### src/shared/pmcw_defs.vh
// Constants for the power mode, clock and wake-up controller.
`ifndef PMCW_DEFS_VH
`define PMCW_DEFS_VH

// Master clock rate.
`define PMCW_MCLK_MHZ        200
`define PMCW_MCLK_HZ         200000000

// Slow internal RC oscillator rate and its divider from the master clock.
`define PMCW_SLOW_OSC_HZ     32768
`define PMCW_SLOW_DIV        (`PMCW_MCLK_HZ / `PMCW_SLOW_OSC_HZ)

// Fast RC oscillator frequency codes (three configuration bits), in MHz.
`define PMCW_FAST_MHZ_0      1
`define PMCW_FAST_MHZ_1      2
`define PMCW_FAST_MHZ_2      4
`define PMCW_FAST_MHZ_3      8
`define PMCW_FAST_MHZ_4      16
`define PMCW_FAST_MHZ_5      20

// Instruction clock divide ratios.
`define PMCW_INSTR_DIV_LO    2
`define PMCW_INSTR_DIV_HI    4

// Halt wake-up stabilisation, in system clock cycles.
`define PMCW_WAKE_STABLE     16

// Oscillator control field positions.
`define PMCW_OSC_SEL_BIT     0
`define PMCW_OSC_STOP_BIT    1
`define PMCW_OSC_MODE_LO     2
`define PMCW_OSC_MODE_HI     3
`define PMCW_OSC_RESET       4'h0

// Power mode field codes.
`define PMCW_MODE_RUN        2'h0
`define PMCW_MODE_HALT       2'h1
`define PMCW_MODE_STANDBY    2'h2

// Interrupt flag positions.
`define PMCW_FLG_WDOG        0
`define PMCW_FLG_PORT        1
`define PMCW_FLG_EXT         2
`define PMCW_FLG_LVOLT       3

`endif

### src/hdl/pmcw_tick_div.v
// Enable divider: one tick out for every div input steps.
`timescale 1ns/1ps
`default_nettype none
module pmcw_tick_div #(
    parameter W = 16
) (
    // Clock and reset.
    input  wire         mclk,
    input  wire         rst_b,
    // Control.
    input  wire         run,
    input  wire         step,
    input  wire [W-1:0] div,
    // Output enable pulse.
    output reg          tick_q
);
    reg [W-1:0] cnt_q;

    always @(posedge mclk or negedge rst_b) begin
        if (!rst_b) begin
            cnt_q  <= {W{1'b0}};
            tick_q <= 1'b0;
        end else if (!run) begin
            cnt_q  <= {W{1'b0}};
            tick_q <= 1'b0;
        end else begin
            tick_q <= 1'b0;
            if (step) begin
                if (cnt_q >= div - {{(W-1){1'b0}}, 1'b1}) begin
                    cnt_q  <= {W{1'b0}};
                    tick_q <= 1'b1;
                end else begin
                    cnt_q <= cnt_q + {{(W-1){1'b0}}, 1'b1};
                end
            end
        end
    end
endmodule
`default_nettype wire

### src/hdl/pmcw_flag.v
// Sticky interrupt flag; a set in the clearing cycle wins.
`timescale 1ns/1ps
`default_nettype none
module pmcw_flag (
    // Clock and reset.
    input  wire mclk,
    input  wire rst_b,
    // Set and clear.
    input  wire set,
    input  wire clr,
    // Flag.
    output reg  flag_q
);
    always @(posedge mclk or negedge rst_b) begin
        if (!rst_b) begin
            flag_q <= 1'b0;
        end else if (set) begin
            flag_q <= 1'b1;
        end else if (clr) begin
            flag_q <= 1'b0;
        end
    end
endmodule
`default_nettype wire

### src/hdl/pmcw_top.v
// Power mode, clock selection and wake-up controller.
// Behaviour
// - watchdog expiry in irq mode sets flag
// - enabled input pin change sets port flag
// - pin zero excluded while external select set
// - chosen edge on pin zero sets ext flag
// - low-voltage falling edge sets its flag
// - stop bit stops the fast oscillator
// - Halt entry disables fast oscillator automatically
// - fast oscillator rate from three config bits
// - select bit picks fast or slow clock
// - instruction clock is system clock /2 or /4
// - start Normal or Slow per startup config
// - mode field 10 Standby, 01 Halt; sleep halts
// - Halt entry: power-down 0, timeout 1, watchdog clear
// - Halt stops execution, peripherals, both oscillators
// - Halt wakes on watchdog, port, external only
// - Standby stops execution; six wake sources
// - Standby keeps timers per enable, slow oscillator
// - wake resumes Normal or Slow by select bit
// - Slow or Standby stop fast oscillator only via stop bit
// - Halt wake waits 16 system clocks
// - wake branches to vector if irqs enabled
// - slow clock routed to timer zero in Normal mode only
// - global enable gates service; instructions set/clear
// - flags stay set until written zero
`timescale 1ns/1ps
`default_nettype none
`include "pmcw_defs.vh"
module pmcw_top #(
    parameter SLOW_DIV = `PMCW_SLOW_DIV
) (
    // Clock and reset.
    input  wire       mclk,
    input  wire       rst_b,
    // Configuration words.
    input  wire [2:0] cfg_fast_freq,
    input  wire       cfg_instr_div4,
    input  wire       cfg_startup_fast,
    input  wire       cfg_wdog_irq_mode,
    input  wire       cfg_timer_zero_slow_src,
    // Processor side.
    input  wire       reset_done,
    input  wire       osc_ctrl_wr,
    input  wire [3:0] osc_ctrl_wdata,
    input  wire       sleep_instr,
    input  wire       irq_enable_instr,
    input  wire       irq_disable_instr,
    input  wire       flag_wr,
    input  wire [3:0] flag_wdata,
    // Interrupt enables and control bits.
    input  wire       wdog_irq_enable,
    input  wire       port_change_irq_enable,
    input  wire       ext_irq_enable,
    input  wire       low_volt_irq_enable,
    input  wire       ext_irq_select,
    input  wire       ext_edge_polarity,
    input  wire [5:0] port_change_wake_sel,
    input  wire       slow_clk_to_timer_zero,
    input  wire       timer_zero_enable,
    input  wire       timer_one_enable,
    // Event sources.
    input  wire       wdog_expire,
    input  wire [5:0] port_b_in,
    input  wire [5:0] port_b_is_input,
    input  wire       low_volt_out,
    input  wire       timer_zero_irq,
    input  wire       timer_one_irq,
    // Clock outputs.
    output reg        fast_osc_on_q,
    output reg        slow_osc_on_q,
    output reg        sys_tick_q,
    output wire       instr_tick_q,
    output reg        timer_zero_slow_tick_q,
    // Mode and status outputs.
    output reg  [3:0] osc_control_reg_q,
    output reg  [3:0] mode_q,
    output reg        cpu_run_q,
    output reg        periph_en_q,
    output reg        timer_zero_run_q,
    output reg        timer_one_run_q,
    output reg        power_down_n_status_q,
    output reg        timeout_n_status_q,
    output reg        wdog_clear_q,
    // Interrupt outputs.
    output reg        global_irq_enable_q,
    output wire [3:0] irq_flags_q,
    output reg        irq_req_q,
    output reg        irq_vector_q
);
    // Controller states.
    localparam [4:0] ST_RESET   = 5'h01;
    localparam [4:0] ST_RUN     = 5'h02;
    localparam [4:0] ST_STANDBY = 5'h04;
    localparam [4:0] ST_HALT    = 5'h08;
    localparam [4:0] ST_STABLE  = 5'h10;

    // Mode output encoding: Normal, Slow, Standby, Halt.
    localparam [3:0] MD_NORMAL  = 4'h1;
    localparam [3:0] MD_SLOW    = 4'h2;
    localparam [3:0] MD_STANDBY = 4'h4;
    localparam [3:0] MD_HALT    = 4'h8;

    // Fast oscillator period in master clocks for a frequency code.
    function [15:0] fast_div;
        input [2:0] code;
        begin
            case (code)
                3'h0:    fast_div = `PMCW_MCLK_MHZ / `PMCW_FAST_MHZ_0;
                3'h1:    fast_div = `PMCW_MCLK_MHZ / `PMCW_FAST_MHZ_1;
                3'h2:    fast_div = `PMCW_MCLK_MHZ / `PMCW_FAST_MHZ_2;
                3'h3:    fast_div = `PMCW_MCLK_MHZ / `PMCW_FAST_MHZ_3;
                3'h4:    fast_div = `PMCW_MCLK_MHZ / `PMCW_FAST_MHZ_4;
                default: fast_div = `PMCW_MCLK_MHZ / `PMCW_FAST_MHZ_5;
            endcase
        end
    endfunction

    reg  [4:0] state_q;
    reg  [4:0] stable_cnt_q;
    reg  [5:0] port_prev_q;
    reg        lv_prev_q;
    reg        armed_q;
    wire       fast_tick;
    wire       slow_tick;
    wire       sel_fast  = osc_control_reg_q[`PMCW_OSC_SEL_BIT];
    wire       stop_fast = osc_control_reg_q[`PMCW_OSC_STOP_BIT];
    wire [1:0] wr_mode   =
        osc_ctrl_wdata[`PMCW_OSC_MODE_HI:`PMCW_OSC_MODE_LO];

    // Oscillator enables: Halt stops both, the stop bit stops fast only.
    wire fast_on_d = !stop_fast && (state_q != ST_HALT);
    wire slow_on_d = (state_q != ST_HALT);

    pmcw_tick_div #(.W(16)) u_fast_div (
        .mclk   (mclk),
        .rst_b  (rst_b),
        .run    (fast_osc_on_q),
        .step   (1'b1),
        .div    (fast_div(cfg_fast_freq)),
        .tick_q (fast_tick)
    );

    pmcw_tick_div #(.W(16)) u_slow_div (
        .mclk   (mclk),
        .rst_b  (rst_b),
        .run    (slow_osc_on_q),
        .step   (1'b1),
        .div    (SLOW_DIV[15:0]),
        .tick_q (slow_tick)
    );

    pmcw_tick_div #(.W(3)) u_instr_div (
        .mclk   (mclk),
        .rst_b  (rst_b),
        .run    (fast_osc_on_q | slow_osc_on_q),
        .step   (sys_tick_q),
        .div    (cfg_instr_div4 ? 3'h4 : 3'h2),
        .tick_q (instr_tick_q)
    );

    // Event detection on port B, the external pin and the detector.
    wire [5:0] chg_mask = port_b_is_input & port_change_wake_sel &
                          {5'h1F, !ext_irq_select};
    wire port_set  = armed_q && |((port_b_in ^ port_prev_q) & chg_mask);
    wire rise0     = port_b_in[0] && !port_prev_q[0];
    wire fall0     = !port_b_in[0] && port_prev_q[0];
    wire ext_set   = armed_q && ext_irq_select &&
                     (ext_edge_polarity ? rise0 : fall0);
    wire lvolt_set = armed_q && lv_prev_q && !low_volt_out;
    wire wdog_set  = wdog_expire && cfg_wdog_irq_mode;

    wire [3:0] flag_set = {lvolt_set, ext_set, port_set, wdog_set};
    wire [3:0] flag_en  = {low_volt_irq_enable, ext_irq_enable,
                           port_change_irq_enable, wdog_irq_enable};
    wire [3:0] flag_clr = {4{flag_wr}} & ~flag_wdata;

    genvar gi;
    generate
        for (gi = 0; gi < 4; gi = gi + 1) begin : g_flag
            pmcw_flag u_flag (
                .mclk   (mclk),
                .rst_b  (rst_b),
                .set    (flag_set[gi]),
                .clr    (flag_clr[gi]),
                .flag_q (irq_flags_q[gi])
            );
        end
    endgenerate

    // Wake sources per sleeping mode.
    wire [3:0] ev_en     = flag_set & flag_en;
    wire       halt_wake = ev_en[`PMCW_FLG_WDOG] | ev_en[`PMCW_FLG_PORT] |
                           ev_en[`PMCW_FLG_EXT];
    wire       stby_wake = |ev_en | timer_zero_irq | timer_one_irq;

    always @(posedge mclk or negedge rst_b) begin
        if (!rst_b) begin
            port_prev_q <= 6'h00;
            lv_prev_q   <= 1'b0;
            armed_q     <= 1'b0;
        end else begin
            port_prev_q <= port_b_in;
            lv_prev_q   <= low_volt_out;
            armed_q     <= 1'b1;
        end
    end

    // Mode sequencer.
    always @(posedge mclk or negedge rst_b) begin
        if (!rst_b) begin
            state_q               <= ST_RESET;
            osc_control_reg_q     <= `PMCW_OSC_RESET;
            stable_cnt_q          <= 5'h00;
            power_down_n_status_q <= 1'b1;
            timeout_n_status_q    <= 1'b1;
            wdog_clear_q          <= 1'b0;
            global_irq_enable_q   <= 1'b0;
            irq_vector_q          <= 1'b0;
        end else begin
            wdog_clear_q <= 1'b0;
            irq_vector_q <= 1'b0;
            if (irq_enable_instr) begin
                global_irq_enable_q <= 1'b1;
            end else if (irq_disable_instr) begin
                global_irq_enable_q <= 1'b0;
            end
            if (wdog_expire) begin
                timeout_n_status_q <= 1'b0;
            end
            case (state_q)
                ST_RESET: begin
                    if (reset_done) begin
                        osc_control_reg_q[`PMCW_OSC_SEL_BIT] <=
                            cfg_startup_fast;
                        state_q <= ST_RUN;
                    end
                end
                ST_RUN: begin
                    if (sleep_instr ||
                        (osc_ctrl_wr && wr_mode == `PMCW_MODE_HALT)) begin
                        if (osc_ctrl_wr) begin
                            osc_control_reg_q <= osc_ctrl_wdata;
                        end
                        osc_control_reg_q[`PMCW_OSC_MODE_HI:
                                          `PMCW_OSC_MODE_LO] <=
                            `PMCW_MODE_HALT;
                        power_down_n_status_q <= 1'b0;
                        timeout_n_status_q    <= 1'b1;
                        wdog_clear_q          <= 1'b1;
                        state_q               <= ST_HALT;
                    end else if (osc_ctrl_wr) begin
                        osc_control_reg_q <= osc_ctrl_wdata;
                        if (wr_mode == `PMCW_MODE_STANDBY) begin
                            state_q <= ST_STANDBY;
                        end
                    end
                end
                ST_STANDBY: begin
                    if (stby_wake) begin
                        osc_control_reg_q[`PMCW_OSC_MODE_HI:
                                          `PMCW_OSC_MODE_LO] <=
                            `PMCW_MODE_RUN;
                        irq_vector_q <= global_irq_enable_q;
                        state_q      <= ST_RUN;
                    end
                end
                ST_HALT: begin
                    if (halt_wake) begin
                        stable_cnt_q <= 5'h00;
                        state_q      <= ST_STABLE;
                    end
                end
                ST_STABLE: begin
                    if (sys_tick_q) begin
                        stable_cnt_q <= stable_cnt_q + 5'h01;
                    end
                    if (stable_cnt_q == `PMCW_WAKE_STABLE) begin
                        osc_control_reg_q[`PMCW_OSC_MODE_HI:
                                          `PMCW_OSC_MODE_LO] <=
                            `PMCW_MODE_RUN;
                        irq_vector_q <= global_irq_enable_q;
                        state_q      <= ST_RUN;
                    end
                end
                default: begin
                    state_q <= ST_RESET;
                end
            endcase
            if (irq_vector_q) begin
                global_irq_enable_q <= 1'b0;
            end
        end
    end

    // Registered clock, mode and gating outputs.
    always @(posedge mclk or negedge rst_b) begin
        if (!rst_b) begin
            fast_osc_on_q          <= 1'b1;
            slow_osc_on_q          <= 1'b1;
            sys_tick_q             <= 1'b0;
            timer_zero_slow_tick_q <= 1'b0;
            mode_q                 <= MD_NORMAL;
            cpu_run_q              <= 1'b0;
            periph_en_q            <= 1'b0;
            timer_zero_run_q       <= 1'b0;
            timer_one_run_q        <= 1'b0;
            irq_req_q              <= 1'b0;
        end else begin
            fast_osc_on_q <= fast_on_d;
            slow_osc_on_q <= slow_on_d;
            sys_tick_q    <= sel_fast ? fast_tick : slow_tick;
            timer_zero_slow_tick_q <= slow_tick && sel_fast &&
                slow_clk_to_timer_zero && cfg_timer_zero_slow_src &&
                (state_q == ST_RUN);
            case (state_q)
                ST_STANDBY: mode_q <= MD_STANDBY;
                ST_HALT:    mode_q <= MD_HALT;
                ST_STABLE:  mode_q <= MD_HALT;
                default:    mode_q <= sel_fast ? MD_NORMAL : MD_SLOW;
            endcase
            cpu_run_q        <= (state_q == ST_RUN);
            periph_en_q      <= (state_q != ST_HALT) &&
                                (state_q != ST_STABLE);
            timer_zero_run_q <= timer_zero_enable &&
                                (state_q != ST_HALT);
            timer_one_run_q  <= timer_one_enable &&
                                (state_q != ST_HALT);
            irq_req_q        <= global_irq_enable_q &&
                                |(irq_flags_q & flag_en);
        end
    end
endmodule
`default_nettype wire

### config.mk
export PLATFORM = sky130hd
export DESIGN_NAME = pmcw_top
export DESIGN_NICKNAME = d
export VERILOG_FILES = /design/src/hdl/pmcw_tick_div.v /design/src/hdl/pmcw_flag.v /design/src/hdl/pmcw_top.v
export VERILOG_INCLUDE_DIRS = /design/src /design/src/shared
export SDC_FILE = /design/constraint.sdc
export NUM_CORES = 1
export LEC_CHECK = 0
export BUFFER_PORTS_ARGS = -buffer_cell sky130_fd_sc_hd__buf_2
export CAP_MARGIN = 40
export CORE_ASPECT_RATIO = 1.25
export CORE_MARGIN = 1
export CORE_UTILIZATION = 51
export CTS_BUF_LIST = sky130_fd_sc_hd__clkbuf_8
export DETAILED_ROUTE_END_ITERATION = 10
export PLACE_DENSITY = 0.74
export SLEW_MARGIN = 25
export SYNTH_ARGS = -nofsm -noshare
export SYNTH_HDL_FRONTEND = slang
export SYNTH_SLANG_ARGS = --single-unit
### constraint.sdc
create_clock -name mclk -period 1.9 [get_ports mclk]
set_input_delay 0.475 -clock mclk [delete_from_list [all_inputs] [get_ports mclk]]
set_output_delay 0.475 -clock mclk [all_outputs]
set_load 0.01 [all_outputs]
# --- Yosys cells after proc, flatten, opt, wreduce, memory -nomap -nowiden ---
# Index checks and enable logic that the tools add are counted.
word_totals:
  in_bits: 54
  reg_bits: 82
  out_inout_bits: 27
classes:
  n_eq_ne: 22
  reduce_logical: 42
  n_mux: 57
  addsub: 6
  order_cmp: 3
  bitwise: 13
ops:
  columns: ["cell", "count"]
  rows:
  - ["two-way mux 16 bit", 4]
  - ["two-way mux 5 bit", 9]
  - ["one-hot mux 8 bit (5 select lines)", 1]
  - ["adder 16 x 1 -> 16 bit (second input constant)", 2]
  - ["two-way mux 1 bit", 28]
  - ["one-hot mux 5 bit (5 select lines)", 1]
  - ["AND 6 bit", 3]
  - ["logical AND 1 bit", 18]
  - [">= comparator 16 x 13 -> 1 bit (second input constant)", 1]
  - [">= comparator 16 bit", 1]
  - ["AND 4 bit", 3]
  - ["two-way mux 3 bit", 4]
  - ["!= test 2 bit (second input constant)", 6]
  - ["nonzero test 2 bit", 6]
  - ["== test 5 bit (second input constant)", 2]
  - ["one-hot mux 5 bit (2 select lines)", 1]
  - ["subtractor 8 x 1 -> 9 bit (second input constant)", 1]
  - ["two-way mux 4 bit", 2]
  - ["one-hot mux 4 bit (2 select lines)", 1]
  - ["OR reduction 4 bit", 2]
  - ["== test 3 x 2 -> 1 bit (second input constant)", 2]
  - ["two-way mux 2 bit", 3]
  - ["!= test 3 bit (second input constant)", 2]
  - ["one-hot mux 2 bit (3 select lines)", 1]
  - ["28 further kinds", 39]

# --- Depth between registers and ports, before layout ---
# Gate-level depths: netlist of run 1.
logic_depth:
  depth_word: 11
  depth_mapped: 10
  depth_no_buf: 10

# --- Cells and area by module ---
# From an unflattened synthesis of run 1, not the netlist that was laid out.
hier_totals:
  cells_unflattened: 612
  hier_area_um2: 5621.6
by_module_without_submodules:
  columns: ["module", "area_each_um2", "cells_each", "seq_area_each_um2", "instances"]
  rows:
  - ["pmcw_top", 2043.2, 201, 1008.5, 1]
  - ["pmcw_tick_div at u_fast_div", 1602.8, 194, 425.4, 1]
  - ["pmcw_tick_div at u_slow_div", 1552.7, 176, 425.4, 1]
  - ["pmcw_tick_div at u_instr_div", 277.8, 29, 100.1, 1]
  - ["pmcw_flag", 36.3, 3, 25.0, 4]

# --- Worst setup path after synthesis of run 1 ---
# No wires, ideal clock.
synth_path:
  kind: "input port to flip-flop"
  start: "input port cfg_fast_freq[0]"
  end: "register u_fast_div.cnt_q[2]"
  arrival_ns: 2.199
  stages: 9
  slack_ns: -0.442
  required_time_ns: 1.758
  path_buffers: 1
  setup_ns: 0.142
  cell_sequence: "clkbuf_1 > mux2i_1 > ha_1 > ha_1 > a21o_1 > a21o_1 > a21oi_1 > o211ai_1 > nor2_1"
synth_via:
  elab_chain_cells: 6
synth_rtl:
  columns: ["element", "line", "text"]
  rows:
  - ["start, declared", "pmcw_top.v:37", "input wire [2:0] cfg_fast_freq,"]
  - ["== test 3 bit (tied with other cells)", "pmcw_top.v:108", "case (code)"]
  - ["one-hot mux 8 bit (5 select lines) *", "pmcw_top.v:108", null]
  - ["subtractor 8 x 1 -> 9 bit *", "pmcw_tick_div.v:29", "if (cnt_q >= div - {{(W-1){1'b0}}, 1'b1}) begin"]
  - [">= comparator 16 bit *", "pmcw_tick_div.v:29", null]
  - ["two-way mux 16 bit *", "pmcw_tick_div.v:29", null]
  - ["two-way mux 16 bit *", "pmcw_tick_div.v:23", "end else if (!run) begin"]
  - ["end signal, assigned", "pmcw_tick_div.v:24", "cnt_q <= {W{1'b0}};"]
  - ["end signal, assigned", "pmcw_tick_div.v:30", "cnt_q <= {W{1'b0}};"]
  - ["end signal, assigned", "pmcw_tick_div.v:33", "cnt_q <= cnt_q + {{(W-1){1'b0}}, 1'b1};"]
  - ["end, declared", "pmcw_tick_div.v:17", "reg [W-1:0] cnt_q;"]
# Every way passes the cells marked *; elsewhere a longest branch is shown, timed or not.
# A chain may end at the register's enable or synchronous reset.

# --- Final worst setup path of run 1 ---
layout_path:
  start: "input port cfg_fast_freq[1]"
  end: "register u_fast_div.cnt_q[7]"
# Same word-level chain as after synthesis.

==> flow_summary_export.csv, run 1 <==
group,metric,value,unit
timing,fin_worst_skew,0.01505,ns
clocking,cts_made_buffers,9,
power,internal-power,3.128,mW
power,switchingPower,1.420,mW
timing,max_slew_margin,62.50,%
synthesis,synth_edf_count,0,
layout,num_antenna_cells,0,
clocking,clkSinkCount,82,
timing,slew_violations,0,
drt,drt-total-wl,8263,um
clocking,clk_pin_slew,0.09,ns
clocking,cts_tree,"done",
drt,vias,3084,
power,swShare,31.22,%
drt,wl_per_cell,14.15,um
run_status,violations,"setup timing",
placed_design,hpwl,5927,um
synthesis,yosysSeqAreaShare,53.37,%
floorplanning,die_y,99.25,um
critical_path,cp_max_fo,5,
drt,drc_errors,0,
floorplanning,ioPinCount,81,
timing,hold_viol,0,
critical_path,required,2.19,ns
layout,fin_util,67.26,%
worst_hold_path,min-delay-path-class,"in2async",
placed_design,gp_congestion,0.8265,
drt,vias_per_cell,5.281,
critical_path,path_class,"in2reg",
timing,finalCritPeriodShare,100.2,%
timing,fin_crit,1.904,ns
timing,whs,0.02598,ns
synthesis,synth_area,3859,um2
timing,clock.fmax,0.5252,GHz
power,pwr-share-seq,49.9,%
floorplanning,core_area,7357,um2
timing,grt_setup_unrepaired,"true",
clocking,root_buffer,"clkbuf_8",
layout,nNetsFinal,559,
global_routing,antenna_found_initial,0,
job,drv_cap,0,
global_routing,grt_pass1_wl,13700,um
layout,drive_gt1_share,33.33,%
drt,drt-initial-drc-count,208,
synthesis,syn_avg_cell_area,10.43,um2
synthesis,synthCells,370,
timing,tightest_slew,0.5566,ns
power,p_leak,2.394,nW
global_routing,grt.overflow.total,0,
run_status,status,"complete, but fails checks",
floorplanning,fp.dieArea,7920,um2
layout,syn_to_final_growth,28.24,%
synthesis,ys_ff_latch,82,
clocking,htree_levels,3,
critical_path,cp-start-kind,"input port",
global_routing,grt_max_degree,37,
power,power_frac_clock,27.8,%
timing,layout_setup_ws,-0.004164,ns
synthesis,yosysWarnings,0,
drt,postRouteAntennaNets,0,
synthesis,async_flop_share,100.0,%
placed_design,io_buffers,80,
timing,finalSetupViolations,1,
synthesis,synth_flop_cell,"dfrtp_1",
global_routing,gr-usage-all-layers,22.49,%
clocking,clk_path_buf_depth,2,
power,p_per_area,919.2,nW/um2
floorplanning,rows,35,
power,ir_drop,0.8935,mV
floorplanning,die_w,79.80,um
critical_path,worst-endpoint-arrival,2.19,ns
floorplanning,initial_core_util,52.45,%
drt,drt-pass1-iter-count,4,
power,comb_power_share,22.3,%
clocking,insertion_delay,0.35,ns
global_routing,grt_pass1_vias,3100,
synthesis,ys_types,54,
critical_path,cp-end-kind,"flip-flop",
sequential cells by signal, indices dropped and copies added, names as in the netlist, 3 cells and up:
register and count:
g_flag.u_flag.flag_q 4, u_fast_div.cnt_q 16, stable_cnt_q 5, state_q 5
u_instr_div.cnt_q 3, port_prev_q 6, mode_q 4, osc_control_reg_q 4
u_slow_div.cnt_q 16
worst max-delay path, cell delays in order:
cell and delay (ns):
buf_8 0.08, nor2b_4 0.15, nand2_2 0.09, ha_4 0.18, buf_6 0.11, xnor2_2 0.12, ha_1 0.28, a21o_1 0.17
a21oi_2 0.13, o211ai_1 0.11, buf_4 0.18, nor2_2 0.10
layer usage:
metal / vias up / global-route usage, % / part of all wire, %
met3: 14 / 5.046 / 4.5
met2: 75 / 39.91 / 53
met1: 1502 / 26.74 / 41
met5: - / 0 / 0
met4: 0 / 7.280 / 1.6
li1: 1493 / - / -
power groups by stage:
stage	sequential (mW)	combinational, mW	clock (mW)
detailed placement	2.30	0.958	0
CTS	2.26	0.984	1.30
floorplan	2.27	0.561	0
global placement	2.27	0.923	0
finish	2.27	1.01	1.26
global route	2.31	1.13	1.38
cell families (layout without fill, tap and decap cells):
kind of cell | count (synthesis) | in the layout | share of synthesized area, %
fa+ha+maj | 18 | 18 | 5.837
buf+inv | 31 | 144 | 3.534
mux | 4 | 4 | 1.135
simple gates | 141 | 141 | 18.42
other cells | 2 | 11 | 0.1946
compound gates | 64 | 64 | 11.15
xor+xnor | 28 | 28 | 6.355
flops | 82 | 82 | 53.37
worst paths after layout:
check	start	endpoint	slack (ns)	cells after the start
setup / recovery	cfg_fast_freq[1]	u_fast_div.cnt_q[7]	-0.004	12
hold / removal	rst_b	port_prev_q[2]	0.03	1
setup reg to reg	port_prev_q[0]	osc_control_reg_q[3]	0.02	7
hold reg to reg	osc_control_reg_q[1]	fast_osc_on_q	0.43	1
max in group asynchronous	rst_b	fast_osc_on_q	1.20	2
min in group mclk	port_b_in[5]	port_prev_q[5]	0.26	1
per-stage QoR:
step	cells	setup WS [ns]	instance area (um2)	power [mW]	TNS (ns)
2_1_floorplan	379	-0.2453	3914	2.830	-2.381
3_3_place_gp	562	-0.3715	4527	3.198	-5.444
3_5_place_dp	562	-0.4353	4527	3.254	-6.484
4_1_cts	580	-0.01070	4826	4.544	-0.02504
5_1_grt	584	-0.08612	4949	4.820	-0.8787
6_report	584	-0.004164	4949	4.549	-0.004164
cells in the final DEF (no fill, tap or decap), drive strengths merged, types with 3 or more instances in the layout:
master  synthesis  final
mux2            3      3
o21ai          21     21
inv            20     22
xnor2          12     12
nand3b          5      5
buf             8    108
nand2          32     32
or3             4      4
dfrtp          76     76
dfstp           6      6
xor2           16     16
nand4           4      4
o21bai          4      4
nor3            9      9
a21oi          14     14
clkbuf          3      9
ha             18     18
nand2b          4      4
nand3          21     21
and3            8      8
nor2           39     39
conb            2     11
and2            5      5
area by class of cell:
type                       instances  area [um2]
clock buffer                       9       123.9
clock inverter                     7       76.32
fill                             567        2409
inverter                          20       75.07
multi-input combinational        266        1846
sequential                        82        2059
tap                               92       115.1
timing repair buffer             108       653.1
synth_stat cells (all sizes together) (2+ instances only):
library cell	number	share of area, %
a22oi	2	0.39
a211o	2	0.45
o211ai	2	0.39
inv	20	1.9
a21boi	2	0.39
o22ai	2	0.32
clkbuf	3	0.29
nand4	4	0.65
o31ai	2	0.52
nand3b	5	0.97
a21o	2	0.39
nor4	2	0.32
xnor2	12	2.7
a21oi	14	2.0
mux2	3	0.88
o21ai	21	2.7
dfstp	6	4.1
nor2	39	3.8
o21a	2	0.39
nand3	21	2.7
nand2	32	3.2
nor4bb	2	0.52
and2	5	0.81
nor2b	2	0.32
ha	18	5.8
a41oi	2	0.45
xor2	16	3.6
a211oi	2	0.39
or3	4	0.65
nand2b	4	0.65
o21bai	4	0.78
and3	8	1.3
buf	8	1.3
conb	2	0.19
dfrtp	76	49
nor3	9	1.7
repair_timing:
item	CTS	global route
gates resized for setup	19	23
buffers inserted	1	4
pin swaps	8	10
cloned	1	0
setup endpoints to repair	15	18
hold buffers	0	0
Note: power is estimated with default switching activity, not from simulation.
==> inputs of run 2 (changes only) <==
- CAP_MARGIN: 40 -> 20
- CORE_UTILIZATION: 51 -> 49
- CTS_BUF_LIST: sky130_fd_sc_hd__clkbuf_8 -> sky130_fd_sc_hd__clkbuf_16
- PLACE_DENSITY: 0.74 -> 0.72
==> run 2 against run 1 <==
Compared with the run above: the run still ends with setup timing left; critical path depth is 1 lower; critical endpoint is now u_fast_div.cnt_q[0]; non-clock buffer count fell by 7; via count down 1.5%; power increased by 10%; critical path type unchanged; final area up 1.4%; highest routed layer unchanged; sequential share of layout area fell by 0.58 points; count of clock-buffer cells in the layout is the same.
==> flow_summary_export.csv, run 2 (synthesis gave the netlist of run 1 again) <==
group,metric,value,unit
run_status,status,"complete, but fails checks",
run_status,violations,"setup timing",
layout,regArea,2059,um2
timing,layout_setup_ws,-0.004519,ns
timing,tightest_slew,0.5327,ns
timing,setup_tns,-0.004519,ns
drt,drt-initial-drc-count,145,
layout,largestRegisters,"u_fast_div.cnt_q: 16 flops, u_slow_div.cnt_q: 16 flops, port_prev_q: 6 flops",
timing,hold_viol,0,
clocking,clk_pin_slew,0.06,ns
timing,grt_setup_unrepaired,"true",
global_routing,grt_max_degree,34,
placed_design,dp_slack,-0.6136,ns
layout,multi_input_area,1863,um2
floorplanning,core_area,7488,um2
critical_path,cp-start-kind,"input port",
global_routing,grt.overflow.total,0,
global_routing,grt_pass1_vias,3067,
floorplanning,die_w,81.37,um
power,ir_drop,0.6777,mV
drt,vias_per_cell,5.267,
timing,clock.fmax,0.5251,GHz
layout,drive_gt1_share,32.99,%
timing,slew_violations,0,
clocking,insertion_delay,0.33,ns
timing,whs,0.07002,ns
floorplanning,die_y,101.2,um
timing,fin_crit,1.905,ns
clocking,cts_made_buffers,9,
layout,nNetsFinal,552,
timing,finalSetupViolations,1,
critical_path,required,2.17,ns
layout,num_antenna_cells,0,
power,p_leak,2.400,nW
floorplanning,ioPinCount,81,
worst_hold_path,min-delay-path-class,"in2async",
global_routing,antenna_found_initial,0,
placed_design,io_buffers,80,
drt,drt-pass1-iter-count,4,
layout,syn_to_final_growth,30.06,%
global_routing,grt_pass1_wl,13700,um
placed_design,hpwl,5896,um
layout,final_cell_mix,"buf_2, dfrtp_1, nor2_1",
drt,drc_errors,0,
critical_path,worst-endpoint-arrival,2.18,ns
timing,max_slew_margin,64.11,%
job,drv_cap,0,
clocking,clk_path_buf_depth,2,
timing,finalCritPeriodShare,100.2,%
critical_path,path_class,"in2reg",
critical_path,cp-end-kind,"flip-flop",
drt,vias,3039,
global_routing,gr-usage-all-layers,22.28,%
critical_path,cp_max_fo,5,
layout,layout_commonest_cell,"buf_2",
critical_path,r2r_end,"osc_control_reg_q[3]",
clocking,cts_tree,"done",
drt,postRouteAntennaNets,0,
critical_path,r2r_setup_slack,0.05,ns
floorplanning,rows,35,
critical_path,reg2regPathDepth,7,
power,p_per_area,1001,nW/um2
clocking,htree_levels,3,
clocking,clkSinkCount,82,
drt,wl_per_cell,14.19,um
drt,drt-total-wl,8187,um
placed_design,gp_congestion,0.7788,
critical_path,worstReg2RegStart,"port_prev_q[0]",
floorplanning,fp.dieArea,8236,um2
layout,nFillCells,610,
clocking,root_buffer,"clkbuf_16",
floorplanning,initial_core_util,51.53,%
timing,fin_worst_skew,0.005882,ns
## run 2: worst max path at each step
stage	from	endpoint	slack, ns	cells after the start
finish	cfg_fast_freq[0]	u_fast_div.cnt_q[0]	-0.005	11
global route	cfg_fast_freq[0]	u_fast_div.cnt_q[0]	-0.13	11
CTS	cfg_fast_freq[0]	u_fast_div.cnt_q[0]	-0.01	11
floorplan	cfg_fast_freq[0]	u_fast_div.cnt_q[0]	-0.25	9
global placement	cfg_fast_freq[1]	u_fast_div.cnt_q[2]	-0.50	11
detailed placement	cfg_fast_freq[1]	u_fast_div.cnt_q[6]	-0.61	11
## run 2: area by class of cell
cell class / instances / share of cell area, %
multi-input cells: 266 / 37.12
clock buffers: 9 / 4.488
flip-flops and latches: 82 / 41.04
well taps: 92 / 2.294
inverters: 20 / 1.496
clock inverters: 7 / 1.571
repair buffers: 101 / 11.99
## run 2: per-layer routing
metal  GRT usage [%]  up-vias  wire [um]
met3           6.577       15        450
met4           8.104        0        116
met5               0        -          0
li1                -     1475          -
met1           26.91     1469       3318
met2           37.37       80       4303
## run 2: power by group
group          switching (mW)  internal, mW
combinational           0.531         0.494
clock                   0.707          1.03
sequential              0.241          2.03
## run 2: timing repair
| action | in CTS | in global routing |
|---|---|---|
| hold buffers | 0 | 0 |
| buffers inserted | 2 | 0 |
| gates cloned | 1 | 0 |
| endpoints found under the setup margin | 14 | 30 |
| resized for setup | 22 | 24 |
| endpoints found under the hold margin | 0 | 0 |
| pin swaps | 9 | 16 |
## run 2: critical path: stages
cell      delay, ns
buf_12         0.09
mux2i_4        0.24
ha_4           0.16
inv_2          0.03
o21ai_2        0.11
ha_1           0.24
o21a_1         0.19
o211ai_1       0.19
o211ai_1       0.16
buf_4          0.19
nor2_2         0.09
## run 2: through the flow
step	total power, mW	std cells	utilization [%]	cell area [um2]
after floorplan	2.830	379	-	3914
after global placement	3.197	558	60.05	4497
after detailed placement	3.238	558	60.05	4497
after CTS	5.016	577	66.02	4943
after global routing	5.314	577	67.02	5019
final	5.023	577	67.02	5019
==> inputs of run 3 (changes only) <==
- CORE_UTILIZATION: 49 -> 54
- PLACE_DENSITY: 0.72 -> 0.75
- clock period: 1.9 -> 2.1 ns (I/O delays scaled with it)
==> run 3 against run 2 <==
Compared with the run above: hold slack improved by 0.025 ns; largest power group unchanged; clock skew about the same; highest routed layer unchanged; the run now ends clean; setup slack improved by 0.078 ns.
==> flow_summary_export.csv, run 3 (synthesis gave the netlist of run 1 again) <==
group,metric,value,unit
timing,clock.fmax,0.4936,GHz
critical_path,cp-start-kind,"input port",
floorplanning,fp.dieArea,7490,um2
floorplanning,ioPinCount,81,
clocking,clkSinkCount,82,
drt,wl_per_cell,13.95,um
drt,vias_per_cell,5.233,
drt,drt-initial-drc-count,191,
clocking,insertion_delay,0.33,ns
drt,postRouteAntennaNets,0,
timing,fin_crit,2.026,ns
floorplanning,die_y,96.51,um
global_routing,gr-usage-all-layers,23.00,%
run_status,status,"completed",
clocking,cts_tree,"done",
placed_design,gp_congestion,0.8071,
timing,hold_viol,0,
clocking,root_buffer,"clkbuf_16",
drt,vias,2993,
drt,drt-pass1-iter-count,4,
timing,setup_tns,0,ns
critical_path,required,2.37,ns
floorplanning,rows,34,
floorplanning,initial_core_util,55.65,%
global_routing,antenna_found_initial,0,
layout,nNetsFinal,549,
timing,grt_setup_unrepaired,"true",
layout,final_cell_mix,"buf_2, dfrtp_1, nor2_1",
floorplanning,core_area,6934,um2
critical_path,cp_max_fo,5,
power,p_leak,2.371,nW
drt,drt-total-wl,7978,um
layout,design_area,4817,um2
global_routing,grt.overflow.total,0,
global_routing,grt_max_degree,37,
clocking,htree_levels,3,
layout,nFillCells,527,
drt,top_layer_used,"met4",
critical_path,path_class,"in2reg",
worst_hold_path,min-delay-path-class,"in2async",
placed_design,hpwl,5714,um
placed_design,io_buffers,80,
timing,fin_worst_skew,0.006342,ns
layout,syn_to_final_growth,24.84,%
global_routing,grt_pass1_vias,2844,
drt,m1WireLength,3402,um
drt,drc_errors,0,
placed_design,post_dp_cell_area,4464,um2
critical_path,worst-endpoint-arrival,2.29,ns
critical_path,cp-end-kind,"flip-flop",
layout,num_antenna_cells,0,
floorplanning,die_w,77.61,um
global_routing,grt_pass1_wl,12950,um
power,p_per_area,884.0,nW/um2
timing,finalCritPeriodShare,96.48,%
clocking,clk_pin_slew,0.06,ns
drt,dr_wl_met3,344,um
layout,largestRegisters,"u_fast_div.cnt_q: 16 flops, u_slow_div.cnt_q: 16 flops, port_prev_q: 6 flops",
timing,slew_violations,0,
job,drv_cap,0,
power,ir_drop,0.5666,mV
layout,layout_commonest_cell,"buf_2",
drt,wl_met2,4058,um
clocking,cts_made_buffers,9,
layout,drive_gt1_share,28.42,%
timing,finalSetupViolations,0,
clocking,clk_path_buf_depth,2,
-- run 3: cell count changes in the layout (fill, tap and decap cells not counted), sizes merged --
cell	delta
clkinvlp	-3
inv	+4
bufinv	-1
buf	-3
-- run 3: layer usage --
layer  track usage, %  up-vias
li1                 -     1473
met1            27.44     1436
met2            39.16       69
met3            5.446       15
met4            11.79        0
met5                0        -
-- run 3: power by group --
| part | internal, mW | total, mW | switching (mW) |
|---|---|---|---|
| Combinational | 0.412 | 0.872 | 0.460 |
| Clock | 0.770 | 1.34 | 0.566 |
| Sequential | 1.83 | 2.05 | 0.218 |
-- run 3: layout make-up --
cell class	instances	area, um2	area share, %
Multi-Input combinational cell	266	1754	36.42
Timing Repair Buffer	98	564.3	11.71
Clock buffer	9	225.2	4.675
Sequential cell	82	2059	42.75
Inverter	20	75.07	1.558
Clock inverter	7	26.28	0.5455
Tap cell	90	112.6	2.338
-- run 3: critical path, cell delays in order --
cell and delay (ns):
buf_8 0.08, mux2i_1 0.20, ha_2 0.30, ha_1 0.27, a21o_1 0.16, a21o_1 0.18, a21oi_2 0.14, o211ai_1 0.14
buf_4 0.19, nor2_2 0.10
-- run 3: timing repair --
item                                   CTS  global route
endpoints found under the hold margin    0             0
resized for setup                        0            24
setup buffers                            0             3
setup endpoints to repair                0            11
hold buffers                             0             0
-- run 3: final timing paths --
| kind | startpoint | endpoint | slack, ns | cells after the start |
|---|---|---|---|---|
| max | cfg_fast_freq[0] | u_fast_div.cnt_q[3] | 0.07 | 10 |
| min | rst_b | periph_en_q | 0.1 | 1 |
| max reg2reg | port_prev_q[0] | stable_cnt_q[4] | 0.18 | 8 |
| min reg2reg | osc_control_reg_q[1] | fast_osc_on_q | 0.41 | 1 |
| max in group asynchronous | rst_b | fast_osc_on_q | 1.35 | 2 |
| min in group mclk | port_b_in[2] | port_prev_q[2] | 0.32 | 1 |
-- run 3: metrics by stage --
step	power, mW	instances	hold WS [ns]	utilization, %	setup WS, ns
6_report	4.258	572	0.09528	69.47	0.07396
5_1_grt	4.491	572	0.1122	69.47	-0.03446
4_1_cts	4.271	568	0.09985	68.01	0.01329
3_5_place_dp	2.924	552	0.3967	64.38	-0.3116
3_3_place_gp	2.878	552	0.3915	64.38	-0.2054
2_1_floorplan	2.561	379	0.2294	-	-0.09525
